[config.mk]
export PLATFORM = sky130hd
export DESIGN_NAME = pms_mode_lamp_ctl
export DESIGN_NICKNAME = d
export VERILOG_FILES = /design/src/pkg/pms_pkg.sv /design/src/logic/pms_sync.sv /design/src/logic/pms_mdio_slave.sv /design/src/logic/pms_mode_lamp_ctl.sv
export VERILOG_INCLUDE_DIRS = /design/src /design/src/pkg
export SDC_FILE = /design/constraint.sdc
export NUM_CORES = 1
export LEC_CHECK = 0
export BUFFER_PORTS_ARGS = -buffer_cell sky130_fd_sc_hd__buf_2
export CAP_MARGIN = 15
export CORE_MARGIN = 3
export CORE_UTILIZATION = 38
export CTS_CLUSTER_SIZE = 24
export DETAILED_ROUTE_END_ITERATION = 8
export PLACE_DENSITY = 0.64
export SYNTH_ARGS = -nofsm -noshare
export SYNTH_HDL_FRONTEND = slang
export SYNTH_SLANG_ARGS = --single-unit
export TNS_END_PERCENT = 5
[constraint.sdc]
create_clock -name clk_sys_i -period 2.55 [get_ports clk_sys_i]
set_clock_uncertainty 0.15 [all_clocks]
set_input_delay 0.255 -clock clk_sys_i [delete_from_list [all_inputs] [get_ports clk_sys_i]]
set_output_delay 0.255 -clock clk_sys_i [all_outputs]
set_load 0.05 [all_outputs]
[src/pkg/pms_params.svh]
`ifndef PMS_PARAMS_SVH
`define PMS_PARAMS_SVH

// Register indices on the management link.
`define PMS_REG_BCTL 5'h00
`define PMS_REG_ADV  5'h04
`define PMS_REG_GIG  5'h09
`define PMS_REG_EXT  5'h13

// Reset values before the mode defaults are applied.
`define PMS_BCTL_RST 16'h0000
`define PMS_ADV_RST  16'h01E1
`define PMS_GIG_RST  16'h0300
`define PMS_LAMP_RST 2'h3

// Field positions.
`define PMS_BC_SRST  15
`define PMS_BC_SPD0  13
`define PMS_BC_ANEN  12
`define PMS_BC_DUP   8
`define PMS_BC_SPD1  6
`define PMS_ADV_LO   5
`define PMS_GIG_LO   8
`define PMS_EXT_OPM  11
`define PMS_EXT_LAMP 6
`define PMS_EXT_MCO  3

// Timing.
`define PMS_CLK_MHZ       100
`define PMS_BLINK_HALF_MS 50
`define PMS_SETTLE_CYC    4'h4
`define PMS_MDIO_PRE      6'h20

`endif

[src/pkg/pms_pkg.sv]
package pms_pkg;

  typedef enum logic [1:0] {
    PMS_SPD_10,
    PMS_SPD_100,
    PMS_SPD_1000
  } pms_speed_e;

  typedef enum logic [1:0] {
    PMS_ST_SETTLE,
    PMS_ST_LATCH,
    PMS_ST_APPLY,
    PMS_ST_RUN
  } pms_state_e;

  typedef struct packed {
    logic gig;
    logic fast;
    logic slow;
    logic act;
  } pms_lamp_s;

  typedef struct packed {
    logic        wr;
    logic        rd;
    logic [4:0]  addr;
    logic [15:0] data;
  } pms_mreq_s;

endpackage : pms_pkg

[src/logic/pms_sync.sv]
module pms_sync #(
  parameter int WIDTH = 1
) (
  input  wire logic             clk_sys_i, // System clock.
  input  wire logic             srst_i,    // Synchronous reset.
  input  wire logic [WIDTH-1:0] d_i,       // Asynchronous inputs.
  output logic      [WIDTH-1:0] q_o        // Filtered, synchronous.
);

  logic [WIDTH-1:0] s1_ff;
  logic [WIDTH-1:0] s2_ff;
  logic [WIDTH-1:0] s3_ff;

  always_ff @(posedge clk_sys_i) begin
    if (srst_i) begin
      s1_ff <= '0;
      s2_ff <= '0;
      s3_ff <= '0;
    end else begin
      s1_ff <= d_i;
      s2_ff <= s1_ff;
      s3_ff <= s2_ff;
    end
  end

  // A bit changes only once the second and third stages agree.
  for (genvar i = 0; i < WIDTH; i++) begin : g_bit
    always_ff @(posedge clk_sys_i) begin
      if (srst_i) begin
        q_o[i] <= 1'b0;
      end else if (s2_ff[i] == s3_ff[i]) begin
        q_o[i] <= s3_ff[i];
      end
    end
  end

endmodule : pms_sync

[src/logic/pms_mdio_slave.sv]
`include "pms_params.svh"

module pms_mdio_slave import pms_pkg::*; #(
  parameter logic [4:0] PHY_ADDR = 5'h00
) (
  input  wire logic        clk_sys_i, // System clock.
  input  wire logic        srst_i,    // Synchronous reset.
  input  wire logic        mdc_i,     // Synchronised management clock.
  input  wire logic        mdio_i,    // Synchronised data in.
  input  wire logic [15:0] rd_data_i, // Register read data.
  output pms_mreq_s        req_o,     // Access strobes.
  output logic             mdio_o,    // Data out.
  output logic             mdio_oe_o  // Data drive enable.
);

  logic       mdc_q_ff;
  logic [5:0] pre_ff;
  logic [5:0] bit_ff;
  logic       act_ff;
  logic       hit_ff;
  logic       rdop_ff;
  logic [15:0] sh_ff;
  logic [15:0] osh_ff;
  logic [13:0] hdr;
  logic       rise;

  assign rise = mdc_i & ~mdc_q_ff;
  assign hdr  = {sh_ff[12:0], mdio_i};

  always_ff @(posedge clk_sys_i) begin
    if (srst_i) begin
      mdc_q_ff <= 1'b0;
      pre_ff   <= '0;
      bit_ff   <= '0;
      act_ff   <= 1'b0;
      hit_ff   <= 1'b0;
      rdop_ff  <= 1'b0;
      sh_ff    <= '0;
      req_o    <= '0;
    end else begin
      mdc_q_ff  <= mdc_i;
      req_o.wr  <= 1'b0;
      req_o.rd  <= 1'b0;
      if (rise) begin
        sh_ff <= {sh_ff[14:0], mdio_i};
        if (!act_ff) begin
          pre_ff <= !mdio_i ? 6'h00 : (pre_ff == `PMS_MDIO_PRE) ? pre_ff : pre_ff + 6'h01;
          if (!mdio_i && pre_ff == `PMS_MDIO_PRE) begin
            act_ff <= 1'b1;
            bit_ff <= 6'h01;
          end
        end else begin
          bit_ff <= bit_ff + 6'h01;
          if (bit_ff == 6'h0D) begin
            hit_ff     <= hdr[13:12] == 2'h1 && hdr[9:5] == PHY_ADDR && (hdr[11:10] == 2'h2 || hdr[11:10] == 2'h1);
            rdop_ff    <= hdr[11:10] == 2'h2;
            req_o.addr <= hdr[4:0];
            req_o.rd   <= hdr[13:12] == 2'h1 && hdr[9:5] == PHY_ADDR && hdr[11:10] == 2'h2;
          end
          if (bit_ff == 6'h1F) begin
            act_ff   <= 1'b0;
            pre_ff   <= 6'h00;
            req_o.wr <= hit_ff & ~rdop_ff;
            req_o.data <= {sh_ff[14:0], mdio_i};
          end
        end
      end
    end
  end

  // Read data leaves on the clock rise so the manager samples it one rise later.
  always_ff @(posedge clk_sys_i) begin
    if (srst_i) begin
      mdio_o    <= 1'b1;
      mdio_oe_o <= 1'b0;
      osh_ff    <= '0;
    end else if (rise && act_ff && hit_ff && rdop_ff) begin
      if (bit_ff == 6'h0E) begin
        mdio_o    <= 1'b0;
        mdio_oe_o <= 1'b1;
        osh_ff    <= rd_data_i;
      end else if (bit_ff == 6'h1F) begin
        mdio_o    <= 1'b1;
        mdio_oe_o <= 1'b0;
      end else begin
        mdio_o <= osh_ff[15];
        osh_ff <= {osh_ff[14:0], 1'b0};
      end
    end
  end

endmodule : pms_mdio_slave

[src/logic/pms_mode_lamp_ctl.sv]
`include "pms_params.svh"

module pms_mode_lamp_ctl import pms_pkg::*; #(
  parameter logic [4:0] PHY_ADDR  = 5'h00,
  parameter int         BLINK_CYC = `PMS_BLINK_HALF_MS * 1000 * `PMS_CLK_MHZ
) (
  input  wire logic        clk_sys_i,       // System clock, 100 MHz.
  input  wire logic        srst_i,          // Synchronous reset.
  input  wire logic [1:0]  mode_pin_hi_i,   // Upper mode pin code.
  input  wire logic [1:0]  mode_pin_lo_i,   // Lower mode pin code.
  input  wire logic        mdc_i,           // Management clock pin.
  input  wire logic        mdio_i,          // Management data in.
  output logic             mdio_o,          // Management data out.
  output logic             mdio_oe_o,       // Management drive enable.
  input  wire logic        link_up_i,       // Link established.
  input  wire pms_speed_e  speed_i,         // Resolved link speed.
  input  wire logic        duplex_done_i,   // Duplex resolved.
  input  wire logic        full_duplex_i,   // Full duplex resolved.
  input  wire logic        activity_i,      // Transmit or receive.
  input  wire logic        collision_i,     // Collision seen.
  output pms_lamp_s        lamp_o,          // Lamp levels.
  output pms_lamp_s        lamp_oe_o,       // Lamp drive enables.
  output logic [15:0]      bctl_o,          // Basic control.
  output logic [15:0]      adv_o,           // Advertisement.
  output logic [15:0]      gig_o,           // Gigabit control.
  output logic             mac_clock_off_o, // Mac clock disabled.
  output logic             cfg_done_o       // Defaults applied.
);

  logic [5:0]  pins;
  logic [1:0]  pin_hi;
  logic [1:0]  pin_lo;
  logic        mdc_s;
  logic        mdio_s;
  pms_mreq_s   req;
  logic [15:0] rd_data_ff;
  pms_state_e  st_ff;
  logic [3:0]  settle_ff;
  logic [15:0] bctl_ff;
  logic [15:0] adv_ff;
  logic [15:0] gig_ff;
  logic [4:0]  op_mode_field_ff;
  logic        mco_ff;
  logic [1:0]  lamp_scheme_ff;
  logic [31:0] blink_cnt_ff;
  logic        blink_ff;
  pms_lamp_s   nxt_lamp;
  pms_lamp_s   nxt_oe;
  logic        is10;
  logic        is100;
  logic        is1000;

  // Pins and the management clock come from outside the clock domain.
  pms_sync #(
    .WIDTH (6)
  ) u_sync (
    .clk_sys_i (clk_sys_i),
    .srst_i    (srst_i),
    .d_i       ({mode_pin_hi_i, mode_pin_lo_i, mdc_i, mdio_i}),
    .q_o       (pins)
  );

  assign pin_hi = pins[5:4];
  assign pin_lo = pins[3:2];
  assign mdc_s  = pins[1];
  assign mdio_s = pins[0];

  pms_mdio_slave #(
    .PHY_ADDR (PHY_ADDR)
  ) u_mdio (
    .clk_sys_i (clk_sys_i),
    .srst_i    (srst_i),
    .mdc_i     (mdc_s),
    .mdio_i    (mdio_s),
    .rd_data_i (rd_data_ff),
    .req_o     (req),
    .mdio_o    (mdio_o),
    .mdio_oe_o (mdio_oe_o)
  );

  // Pin codes to operating mode; bit 0 of the upper code picks the table.
  function automatic logic [4:0] mode_of(input logic [1:0] hi, input logic [1:0] lo);
    logic [4:0] m;
    m = {3'h0, lo};
    if (hi[0]) begin
      unique case (lo)
        2'h0: m = 5'h07;
        2'h1: m = 5'h04;
        2'h2: m = 5'h09;
        2'h3: m = 5'h0A;
      endcase
    end
    return m;
  endfunction : mode_of

  // Settle waits for the pin filter before latching the board codes.
  always_ff @(posedge clk_sys_i) begin
    if (srst_i) begin
      st_ff     <= PMS_ST_SETTLE;
      settle_ff <= 4'h0;
    end else begin
      unique case (st_ff)
        PMS_ST_SETTLE: begin
          settle_ff <= settle_ff + 4'h1;
          if (settle_ff == `PMS_SETTLE_CYC) begin
            st_ff <= PMS_ST_LATCH;
          end
        end
        PMS_ST_LATCH: st_ff <= PMS_ST_APPLY;
        PMS_ST_APPLY: st_ff <= PMS_ST_RUN;
        PMS_ST_RUN:   st_ff <= PMS_ST_RUN;
      endcase
    end
  end

  // Register file. A soft reset only self-clears; nothing relatches.
  always_ff @(posedge clk_sys_i) begin
    if (srst_i) begin
      bctl_ff          <= `PMS_BCTL_RST;
      adv_ff           <= `PMS_ADV_RST;
      gig_ff           <= `PMS_GIG_RST;
      op_mode_field_ff <= 5'h00;
      mco_ff           <= 1'b0;
      lamp_scheme_ff   <= `PMS_LAMP_RST;
    end else if (st_ff == PMS_ST_LATCH) begin
      op_mode_field_ff <= mode_of(pin_hi, pin_lo);
      mco_ff           <= pin_hi[1];
    end else if (st_ff == PMS_ST_APPLY) begin
      if (op_mode_field_ff[4:2] == 3'h0) begin
        bctl_ff[`PMS_BC_SPD0] <= op_mode_field_ff[1];
        bctl_ff[`PMS_BC_ANEN] <= 1'b0;
        bctl_ff[`PMS_BC_DUP]  <= op_mode_field_ff[0];
        bctl_ff[`PMS_BC_SPD1] <= 1'b0;
        gig_ff[`PMS_GIG_LO+1 -: 2] <= 2'h0;
      end else if (op_mode_field_ff == 5'h04) begin
        bctl_ff[`PMS_BC_SPD0] <= 1'b1;
        bctl_ff[`PMS_BC_ANEN] <= 1'b1;
        bctl_ff[`PMS_BC_DUP]  <= 1'b0;
        bctl_ff[`PMS_BC_SPD1] <= 1'b0;
        adv_ff[`PMS_ADV_LO+3 -: 4] <= 4'h4;
        gig_ff[`PMS_GIG_LO+1 -: 2] <= 2'h0;
      end else if (op_mode_field_ff == 5'h07 || op_mode_field_ff == 5'h09 ||
                   op_mode_field_ff == 5'h0A) begin
        bctl_ff[`PMS_BC_SPD0] <= 1'b0;
        bctl_ff[`PMS_BC_ANEN] <= 1'b1;
        bctl_ff[`PMS_BC_SPD1] <= 1'b1;
        adv_ff[`PMS_ADV_LO+3 -: 4] <= 4'hF;
        gig_ff[`PMS_GIG_LO+4 -: 5] <= (op_mode_field_ff == 5'h07) ? 5'h03 :
                                      (op_mode_field_ff == 5'h09) ? 5'h13 : 5'h1F;
      end
    end else begin
      bctl_ff[`PMS_BC_SRST] <= 1'b0;
      if (req.wr) begin
        unique case (req.addr)
          `PMS_REG_BCTL: bctl_ff <= req.data;
          `PMS_REG_ADV:  adv_ff  <= req.data;
          `PMS_REG_GIG:  gig_ff  <= req.data;
          `PMS_REG_EXT: begin
            op_mode_field_ff <= req.data[`PMS_EXT_OPM+4 -: 5];
            lamp_scheme_ff   <= req.data[`PMS_EXT_LAMP+1 -: 2];
            mco_ff           <= req.data[`PMS_EXT_MCO];
          end
          default: ;
        endcase
      end
    end
  end

  // Read data is captured at the request and held through the frame.
  always_ff @(posedge clk_sys_i) begin
    if (srst_i) begin
      rd_data_ff <= 16'h0000;
    end else if (req.rd) begin
      unique case (req.addr)
        `PMS_REG_BCTL: rd_data_ff <= bctl_ff;
        `PMS_REG_ADV:  rd_data_ff <= adv_ff;
        `PMS_REG_GIG:  rd_data_ff <= gig_ff;
        `PMS_REG_EXT: begin
          rd_data_ff <= 16'h0000;
          rd_data_ff[`PMS_EXT_OPM+4 -: 5]  <= op_mode_field_ff;
          rd_data_ff[`PMS_EXT_LAMP+1 -: 2] <= lamp_scheme_ff;
          rd_data_ff[`PMS_EXT_MCO]         <= mco_ff;
        end
        default: rd_data_ff <= 16'h0000;
      endcase
    end
  end

  // Free-running blink; a slow lamp rate needs no phase alignment to activity.
  always_ff @(posedge clk_sys_i) begin
    if (srst_i) begin
      blink_cnt_ff <= 32'h0;
      blink_ff     <= 1'b0;
    end else if (blink_cnt_ff == 32'(BLINK_CYC - 1)) begin
      blink_cnt_ff <= 32'h0;
      blink_ff     <= ~blink_ff;
    end else begin
      blink_cnt_ff <= blink_cnt_ff + 32'h1;
    end
  end

  assign is10   = speed_i == PMS_SPD_10;
  assign is100  = speed_i == PMS_SPD_100;
  assign is1000 = speed_i == PMS_SPD_1000;

  always_comb begin
    nxt_lamp      = '0;
    nxt_oe        = '0;
    nxt_oe.act    = duplex_done_i;
    nxt_oe.gig    = link_up_i;
    nxt_oe.fast   = link_up_i;
    nxt_oe.slow   = link_up_i;
    unique case (lamp_scheme_ff)
      2'h1, 2'h2: begin
        if (lamp_scheme_ff == 2'h1) begin
          nxt_lamp.fast = is100 | is10;
          nxt_lamp.gig  = is1000 | is10;
        end else begin
          nxt_lamp.fast = is1000 | is10;
          nxt_lamp.gig  = is100 | is10;
        end
        if (lamp_scheme_ff == 2'h2 && collision_i) begin
          nxt_lamp.slow = 1'b1;
          nxt_lamp.act  = 1'b1;
        end else if (activity_i) begin
          nxt_lamp.slow = full_duplex_i & ~blink_ff;
          nxt_lamp.act  = blink_ff;
        end else begin
          nxt_lamp.slow = full_duplex_i;
          nxt_lamp.act  = 1'b0;
        end
      end
      2'h3: begin
        nxt_lamp.gig  = is1000 & (~activity_i | blink_ff);
        nxt_lamp.fast = is100 & (~activity_i | blink_ff);
        nxt_lamp.slow = is10 & (~activity_i | blink_ff);
        nxt_lamp.act  = full_duplex_i;
      end
      2'h0: nxt_lamp = '0;
    endcase
  end

  always_ff @(posedge clk_sys_i) begin
    if (srst_i) begin
      lamp_o    <= '0;
      lamp_oe_o <= '0;
    end else begin
      lamp_o    <= nxt_lamp;
      lamp_oe_o <= nxt_oe;
    end
  end

  always_ff @(posedge clk_sys_i) begin
    if (srst_i) begin
      cfg_done_o <= 1'b0;
    end else begin
      cfg_done_o <= st_ff == PMS_ST_RUN;
    end
  end

  assign bctl_o          = bctl_ff;
  assign adv_o           = adv_ff;
  assign gig_o           = gig_ff;
  assign mac_clock_off_o = mco_ff;
endmodule : pms_mode_lamp_ctl

==> results.json, run 1 <==
{
  "status": "completed",
  "setup_viol": 0,
  "end_kind": "flip-flop",
  "first_pass_iters": 7,
  "ys_async_sr_fraction": 0,
  "io_buffers": 74,
  "syn_nets": 1126,
  "min_to": "lamp_o[3]$_SDFF_PP0_",
  "ys_ff_latch": 214,
  "fin_ws_ns": 0.221,
  "crit_path_cell_trace": "ha_1 -> nand3_1 -> or3b_1 -> a221o_1 -> or2_2 -> a21oi_1",
  "period_needed_ns": 2.33,
  "worst-endpoint-arrival_ns": 2.60,
  "cts_resized": 0,
  "synth_edf_count": 0,
  "layout-drive-gt1-share": 0.136,
  "ys_seq_area_frac": 0.470,
  "worst_pin_slew_ns": 0.729,
  "max_stage_delay_ns": 0.44,
  "fp.dieH_um": 161,
  "tns_ns": 0,
  "final_util": 0.463,
  "core_area_um2": 23500,
  "drtAntennaViolNets": 0,
  "synth_fa_ha_area_frac": 0.0261,
  "postPlaceCellArea_um2": 9890,
  "max_freq_mhz": 429,
  "synth-compound-area-share": 0.164,
  "total_power_mw": 7.64,
  "yosys.area_share.simple": 0.255,
  "synth_area_um2": 9120,
  "worst_hold_path_type": "input port to flip-flop",
  "finalMaxSlewViolations": 0,
  "via_per_inst": 5.32,
  "clk_latency_ns": 0.53,
  "fin_hold_ws_ns": 0.270,
  "crit_buf_inv": 0,
  "synth_top_family_by_area": "simple AND/OR/NAND/NOR gates",
  "report.final.hold_viol_count": 0,
  "path_max_fanout": 6,
  "grt_pass1_wl_um": 38800,
  "powerDensity_nw_per_um2": 701,
  "n_antenna_cell": 0,
  "cts_tree": "yes",
  "dieArea_um2": 25900,
  "ir_drop_uv": 375,
  "routedWlPerCell_um": 16.0,
  "crit_type": "flip-flop to flip-flop",
  "preCtsSetupSlack_ns": 0.193,
  "synth_warnings": 0,
  "reg2reg_setup_slack_ns": 0.22,
  "rsz0062_at_grt": "no",
  "synth_cell_types": 62,
  "grt_overflow": 0,
  "place_congestion": 0.842,
  "cts_made_buffers": 24,
  "synth_xor_area_frac": 0.0269,
  "muxShareOfSynthArea": 0.0191,
  "cellLeakagePower_nw": 3.91,
  "r2r_cells": 6,
  "post-route-cell-area_um2": 10900,
  "die_w_um": 161,
  "synthCells": 1092,
  "grt_antenna_before_repair": 0,
  "cap_viol_max_count": 0,
  "start_util": 0.387,
  "clock-sinks": 214,
  "maxSlewHeadroom": 0.509,
  "hpwlAfterDp_um": 16600,
  "min-delay-start": "activity_i",
  "multi_input_area_um2": 4490,
  "cts-root-buf": "clkbuf_16",
  "drt_iter0_drc": 743,
  "hold_depth": 5,
  "startpoint_type": "flip-flop",
  "grt_pass1_vias": 7450,
  "area_delta_synth_final_pct": 19.5,
  "cts.clk_slew.worst_paths_ns": 0.06,
  "r2r_end": "u_mdio.pre_ff[1]$_SDFFE_PP0P_",
  "nets": 1201,
  "synthFlopType": "dfxtp_1",
  "fillCellCount": 2346,
  "ctsLongestPathBuffers": 3,
  "io-pin-count": 75,
  "cts_max_level": 1,
  "slowest_stage": "dfxtp_1",
  "cp_top_family": "simple AND/OR/NAND/NOR gates",
  "regArea_um2": 4280,
  "fin_crit_sh": 0.913,
  "cp.required_ns": 2.82,
  "grt_max_degree": 103,
  "via_count": 7998,
  "gr-usage-all-layers": 0.181,
  "routed_wl_um": 24000,
  "remaining_drc_errors": 0,
  "rr_startpoint": "u_mdio.bit_ff[1]$_SDFFE_PP0P_",
  "row_count": 56,
  "instances_no_fill": 1502,
  "place_inst": 1444,
  "syn_area_per_cell_um2": 8.35
}
==> Yosys cell counts (all sizes together) (9+ instances only) <==
library cell  count  area, um^2
a21oi           101         505
a22oi            21         158
a311oi           17         149
and2              9        56.3
buf              18        87.6
clkbuf           51         191
dfxtp           214        4280
ha               19         238
inv              20        75.1
mux2i            14         140
nand2           191         717
nand3            65         330
nand4            11        68.8
nor2            106         398
nor2b            32         200
nor3             22         115
o21ai            28         140
o31ai             9        67.6
xnor2            16         140
xor2             12         105
==> routing by layer <==
layer / vias to the layer above / track usage / part of all wire / routed length, um
li1: 3988 / - / - / -
met1: 3743 / 0.248 / 0.46 / 11100
met2: 215 / 0.294 / 0.46 / 10900
met3: 52 / 0.0304 / 0.052 / 1250
met4: 0 / 0.0512 / 0.029 / 690
met5: - / 0 / 0 / 0
==> placed cells by master (no fill, tap or decap), types with 17 or more instances in the layout <==
cell type    n
nor2b_1     32
inv_1       20
buf_4       25
o21ai_0     27
nand3_1     64
dfxtp_1    214
buf_2       73
a22oi_1     21
a311oi_1    17
nor3_1      20
nand2_1    191
clkbuf_16   25
ha_1        19
nor2_1     105
a21oi_1    101
==> cells by family after synthesis <==
| group | Yosys count |
|---|---|
| mux | 17 |
| simple gates | 495 |
| compound gates | 230 |
| buf+inv | 89 |
| flops | 214 |
| fa+ha+maj | 19 |
| xor+xnor | 28 |
==> where the power goes <==
| group | switching (mW) | leakage [nW] | total (mW) | internal [mW] |
|---|---|---|---|---|
| Clock | 1.37 | 0.420 | 3.71 | 2.34 |
| Sequential | 0.0641 | 1.73 | 3.47 | 3.40 |
| Combinational | 0.295 | 1.76 | 0.465 | 0.170 |
==> how the worst max path moves through the flow <==
| stage | from | end | slack, ns | depth (start not counted) |
|---|---|---|---|---|
| floorplan | st_ff[0]$_SDFFE_PP0P_ | bctl_o[12]$_SDFFE_PP0P_ | 0.25 | 8 |
| global placement | u_mdio.bit_ff[1]$_SDFFE_PP0P_ | u_mdio.pre_ff[1]$_SDFFE_PP0P_ | 0.25 | 6 |
| detailed placement | u_mdio.bit_ff[1]$_SDFFE_PP0P_ | u_mdio.pre_ff[1]$_SDFFE_PP0P_ | 0.19 | 6 |
| CTS | u_mdio.bit_ff[1]$_SDFFE_PP0P_ | u_mdio.pre_ff[1]$_SDFFE_PP0P_ | 0.14 | 6 |
| global route | lamp_scheme_ff[0]$_SDFFE_PP1P_ | lamp_o[2]$_SDFF_PP0_ | 0.06 | 8 |
| finish | u_mdio.bit_ff[1]$_SDFFE_PP0P_ | u_mdio.pre_ff[1]$_SDFFE_PP0P_ | 0.22 | 6 |
==> state kept, by name, indices dropped and copies added (netlist names), 5 cells and up <==
name,count
blink_cnt_ff,32
u_sync.s2_ff,6
u_mdio.req_o,23
u_mdio.sh_ff,15
gig_o,16
u_mdio.pre_ff,6
u_mdio.osh_ff,16
u_mdio.bit_ff,6
op_mode_field_ff,5
rd_data_ff,16
u_sync.q_o,6
bctl_o,16
u_sync.s3_ff,6
adv_o,16
u_sync.s1_ff,6
==> timing repair <==
item | CTS | global route
setup buffers | 0 | 1
endpoints found under the hold margin | 33 | 0
setup endpoints to repair | 0 | 1
hold buffers | 15 | 0
==> area by class of cell <==
| class | count | area share |
|---|---|---|
| Tap cell | 319 | 0.0366 |
| Sequential cell | 214 | 0.393 |
| Timing Repair Buffer | 118 | 0.0729 |
| Multi-Input combinational cell | 789 | 0.412 |
| Clock buffer | 30 | 0.0610 |
| Clock inverter | 12 | 0.0172 |
| Inverter | 20 | 0.00689 |
==> worst reg2reg max path, delay by kind of cell (launching register included) <==
kind            cells  cell delay (ns)
compound gates      2             0.50
flops               1             0.44
simple gates        3             0.90
fa+ha+maj           1             0.23
Power figures use the tool's default switching activity.
==> run 2: changes to the inputs <==
--- a/config.mk
+++ b/config.mk
@@ -13,6 +13,7 @@
 export CTS_CLUSTER_SIZE = 24
 export DETAILED_ROUTE_END_ITERATION = 8
 export PLACE_DENSITY = 0.64
+export RECOVER_POWER = 100
 export SYNTH_ARGS = -nofsm -noshare
 export SYNTH_HDL_FRONTEND = slang
 export SYNTH_SLANG_ARGS = --single-unit
==> results.json, run 2 (same netlist as run 1, synthesis figures left out) <==
{
  "r2r_cells": 7,
  "place_congestion": 0.842,
  "cts.clk_slew.worst_paths_ns": 0.06,
  "top_regs": "blink_cnt_ff x32, u_mdio.req_o x23",
  "cts_max_level": 1,
  "fin_crit_sh": 0.923,
  "routedWlPerCell_um": 16.0,
  "crit_path_cell_trace": "ha_1 -> nand3_1 -> or3b_1 -> a221o_1 -> buf_4 -> o21ai_0 -> a21oi_1",
  "max_stage_delay_ns": 0.44,
  "rr_startpoint": "u_mdio.bit_ff[1]$_SDFFE_PP0P_",
  "worst_pin_slew_ns": 1.17,
  "path_max_fanout": 6,
  "place_inst": 1444,
  "worst_hold_path_type": "input port to flip-flop",
  "nets": 1201,
  "tns_ns": 0,
  "period_needed_ns": 2.35,
  "maxSlewHeadroom": 0.223,
  "max_freq_mhz": 425,
  "internal_power_mw": 5.90,
  "gr-usage-all-layers": 0.181,
  "grt_use_met2": 0.294,
  "min_to": "lamp_o[3]$_SDFF_PP0_",
  "ir_drop_uv": 375,
  "swShare": 0.226,
  "grt_overflow": 0,
  "cts_tree": "yes",
  "mostFrequentLayoutCells": "dfxtp_1 (214), nand2_1 (191), nor2_1 (105)",
  "grt_pass1_vias": 7450,
  "crit_path_start": "u_mdio.bit_ff[1]$_SDFFE_PP0P_",
  "end_kind": "flip-flop",
  "fillCellCount": 2384,
  "row_count": 56,
  "regMostFlops": "blink_cnt_ff",
  "p_switching_mw": 1.72,
  "clock-sinks": 214,
  "power_frac_clock": 0.486,
  "io-pin-count": 75,
  "via_count": 8004,
  "r2r_end": "u_mdio.pre_ff[3]$_SDFFE_PP0P_",
  "crit_type": "flip-flop to flip-flop",
  "cp.required_ns": 2.76,
  "ctsLongestPathBuffers": 3,
  "grt_antenna_before_repair": 0,
  "cts_resized": 0,
  "cts-root-buf": "clkbuf_16",
  "p_seq_frac": 0.455,
  "via_per_inst": 5.33,
  "cap_viol_max_count": 0,
  "combPwrFrac": 0.059,
  "instances_no_fill": 1502,
  "clk_latency_ns": 0.53,
  "crit_buf_inv": 1,
  "remaining_drc_errors": 0,
  "rsz0062_at_grt": "no",
  "layout-drive-gt1-share": 0.0811,
  "io_buffers": 74,
  "report.final.hold_viol_count": 0,
  "cellLeakagePower_nw": 3.66,
  "core_area_um2": 23500,
  "grt_use_met3": 0.0304,
  "slowest_stage": "or3b_1",
  "finalMaxSlewViolations": 0,
  "hpwlAfterDp_um": 16600,
  "die_w_um": 161,
  "grt_pass1_wl_um": 38800,
  "dieArea_um2": 25900,
  "routed_wl_um": 24000,
  "reg2reg_setup_slack_ns": 0.20,
  "top_usage_layer": "met2",
  "final_common_cell": "dfxtp_1",
  "cts_made_buffers": 24,
  "grtUsageMet1": 0.248,
  "area_delta_synth_final_pct": 18.1,
  "startpoint_type": "flip-flop",
  "drtAntennaViolNets": 0,
  "cp_top_family": "compound AO/OA/AOI/OAI gates",
  "status": "completed",
  "fp.dieH_um": 161,
  "powerDensity_nw_per_um2": 708,
  "largest_reg_flops": 32,
  "grt_max_degree": 103,
  "setup_viol": 0,
  "first_pass_iters": 6,
  "min-delay-start": "activity_i",
  "n_antenna_cell": 0,
  "start_util": 0.387,
  "worst-endpoint-arrival_ns": 2.56,
  "drt_iter0_drc": 731,
  "hold_depth": 5
}
-- run 2: metrics by stage --
step	setup slack [ns]	power (mW)	area, um^2	hold WS [ns]	utilization
6_report	0.196	7.63	10800	0.272	0.458
4_1_cts	0.142	7.70	10900	0.270	0.463
5_1_grt	0.0258	7.89	10800	0.305	0.458
3_3_place_gp	0.247	3.98	9890	0.271	0.420
2_1_floorplan	0.246	3.86	9120	0.233	-
3_5_place_dp	0.193	3.99	9890	0.275	0.420
-- run 2: per-layer routing --
metal	vias to the layer above	wire length [um]	share of wire
li1	3976	-	-
met1	3769	11200	0.46
met2	206	11000	0.46
met3	53	1170	0.049
met4	0	697	0.029
met5	-	0	0
-- run 2: power by group through the flow --
stage	registers (mW)	logic (mW)	clock network (mW)
after floorplan	3.58	0.278	0
after global placement	3.54	0.444	0
after detailed placement	3.54	0.450	0
after CTS	3.46	0.468	3.76
after global routing	3.47	0.497	3.92
final	3.47	0.452	3.71
-- run 2: final cells by class --
type,instances,area (um^2),share of cell area
Sequential cell,214,4280,0.398
Clock inverter,12,188,0.0174
Timing Repair Buffer,118,688,0.0639
Clock buffer,30,664,0.0617
Multi-Input combinational cell,789,4470,0.415
Inverter,20,75.1,0.00697
Tap cell,319,399,0.0371
-- run 2: worst max path at each step --
| stage | end | cells past startpoint |
|---|---|---|
| 2_1_floorplan | bctl_o[12]$_SDFFE_PP0P_ | 8 |
| 3_3_place_gp | u_mdio.pre_ff[1]$_SDFFE_PP0P_ | 6 |
| 3_5_place_dp | u_mdio.pre_ff[1]$_SDFFE_PP0P_ | 6 |
| 4_1_cts | u_mdio.pre_ff[1]$_SDFFE_PP0P_ | 6 |
| 5_1_grt | u_mdio.pre_ff[3]$_SDFFE_PP0P_ | 7 |
| 6_report | u_mdio.pre_ff[3]$_SDFFE_PP0P_ | 7 |
-- run 2: timing repair --
action / in CTS / in global routing
buffers inserted: 0 / 1
endpoints found under the hold margin: 33 / 0
hold buffers: 15 / 0
endpoints found under the setup margin: 0 / 1
-- run 2: worst register-to-register path, delay by kind of cell (launching register included) --
kind	cells	cell delay [ns]
and+or+nand+nor	2	0.60
buffers and inverters	1	0.16
adders and majority gates	1	0.23
AOI/OAI and AO/OA	3	0.62
DFF	1	0.42
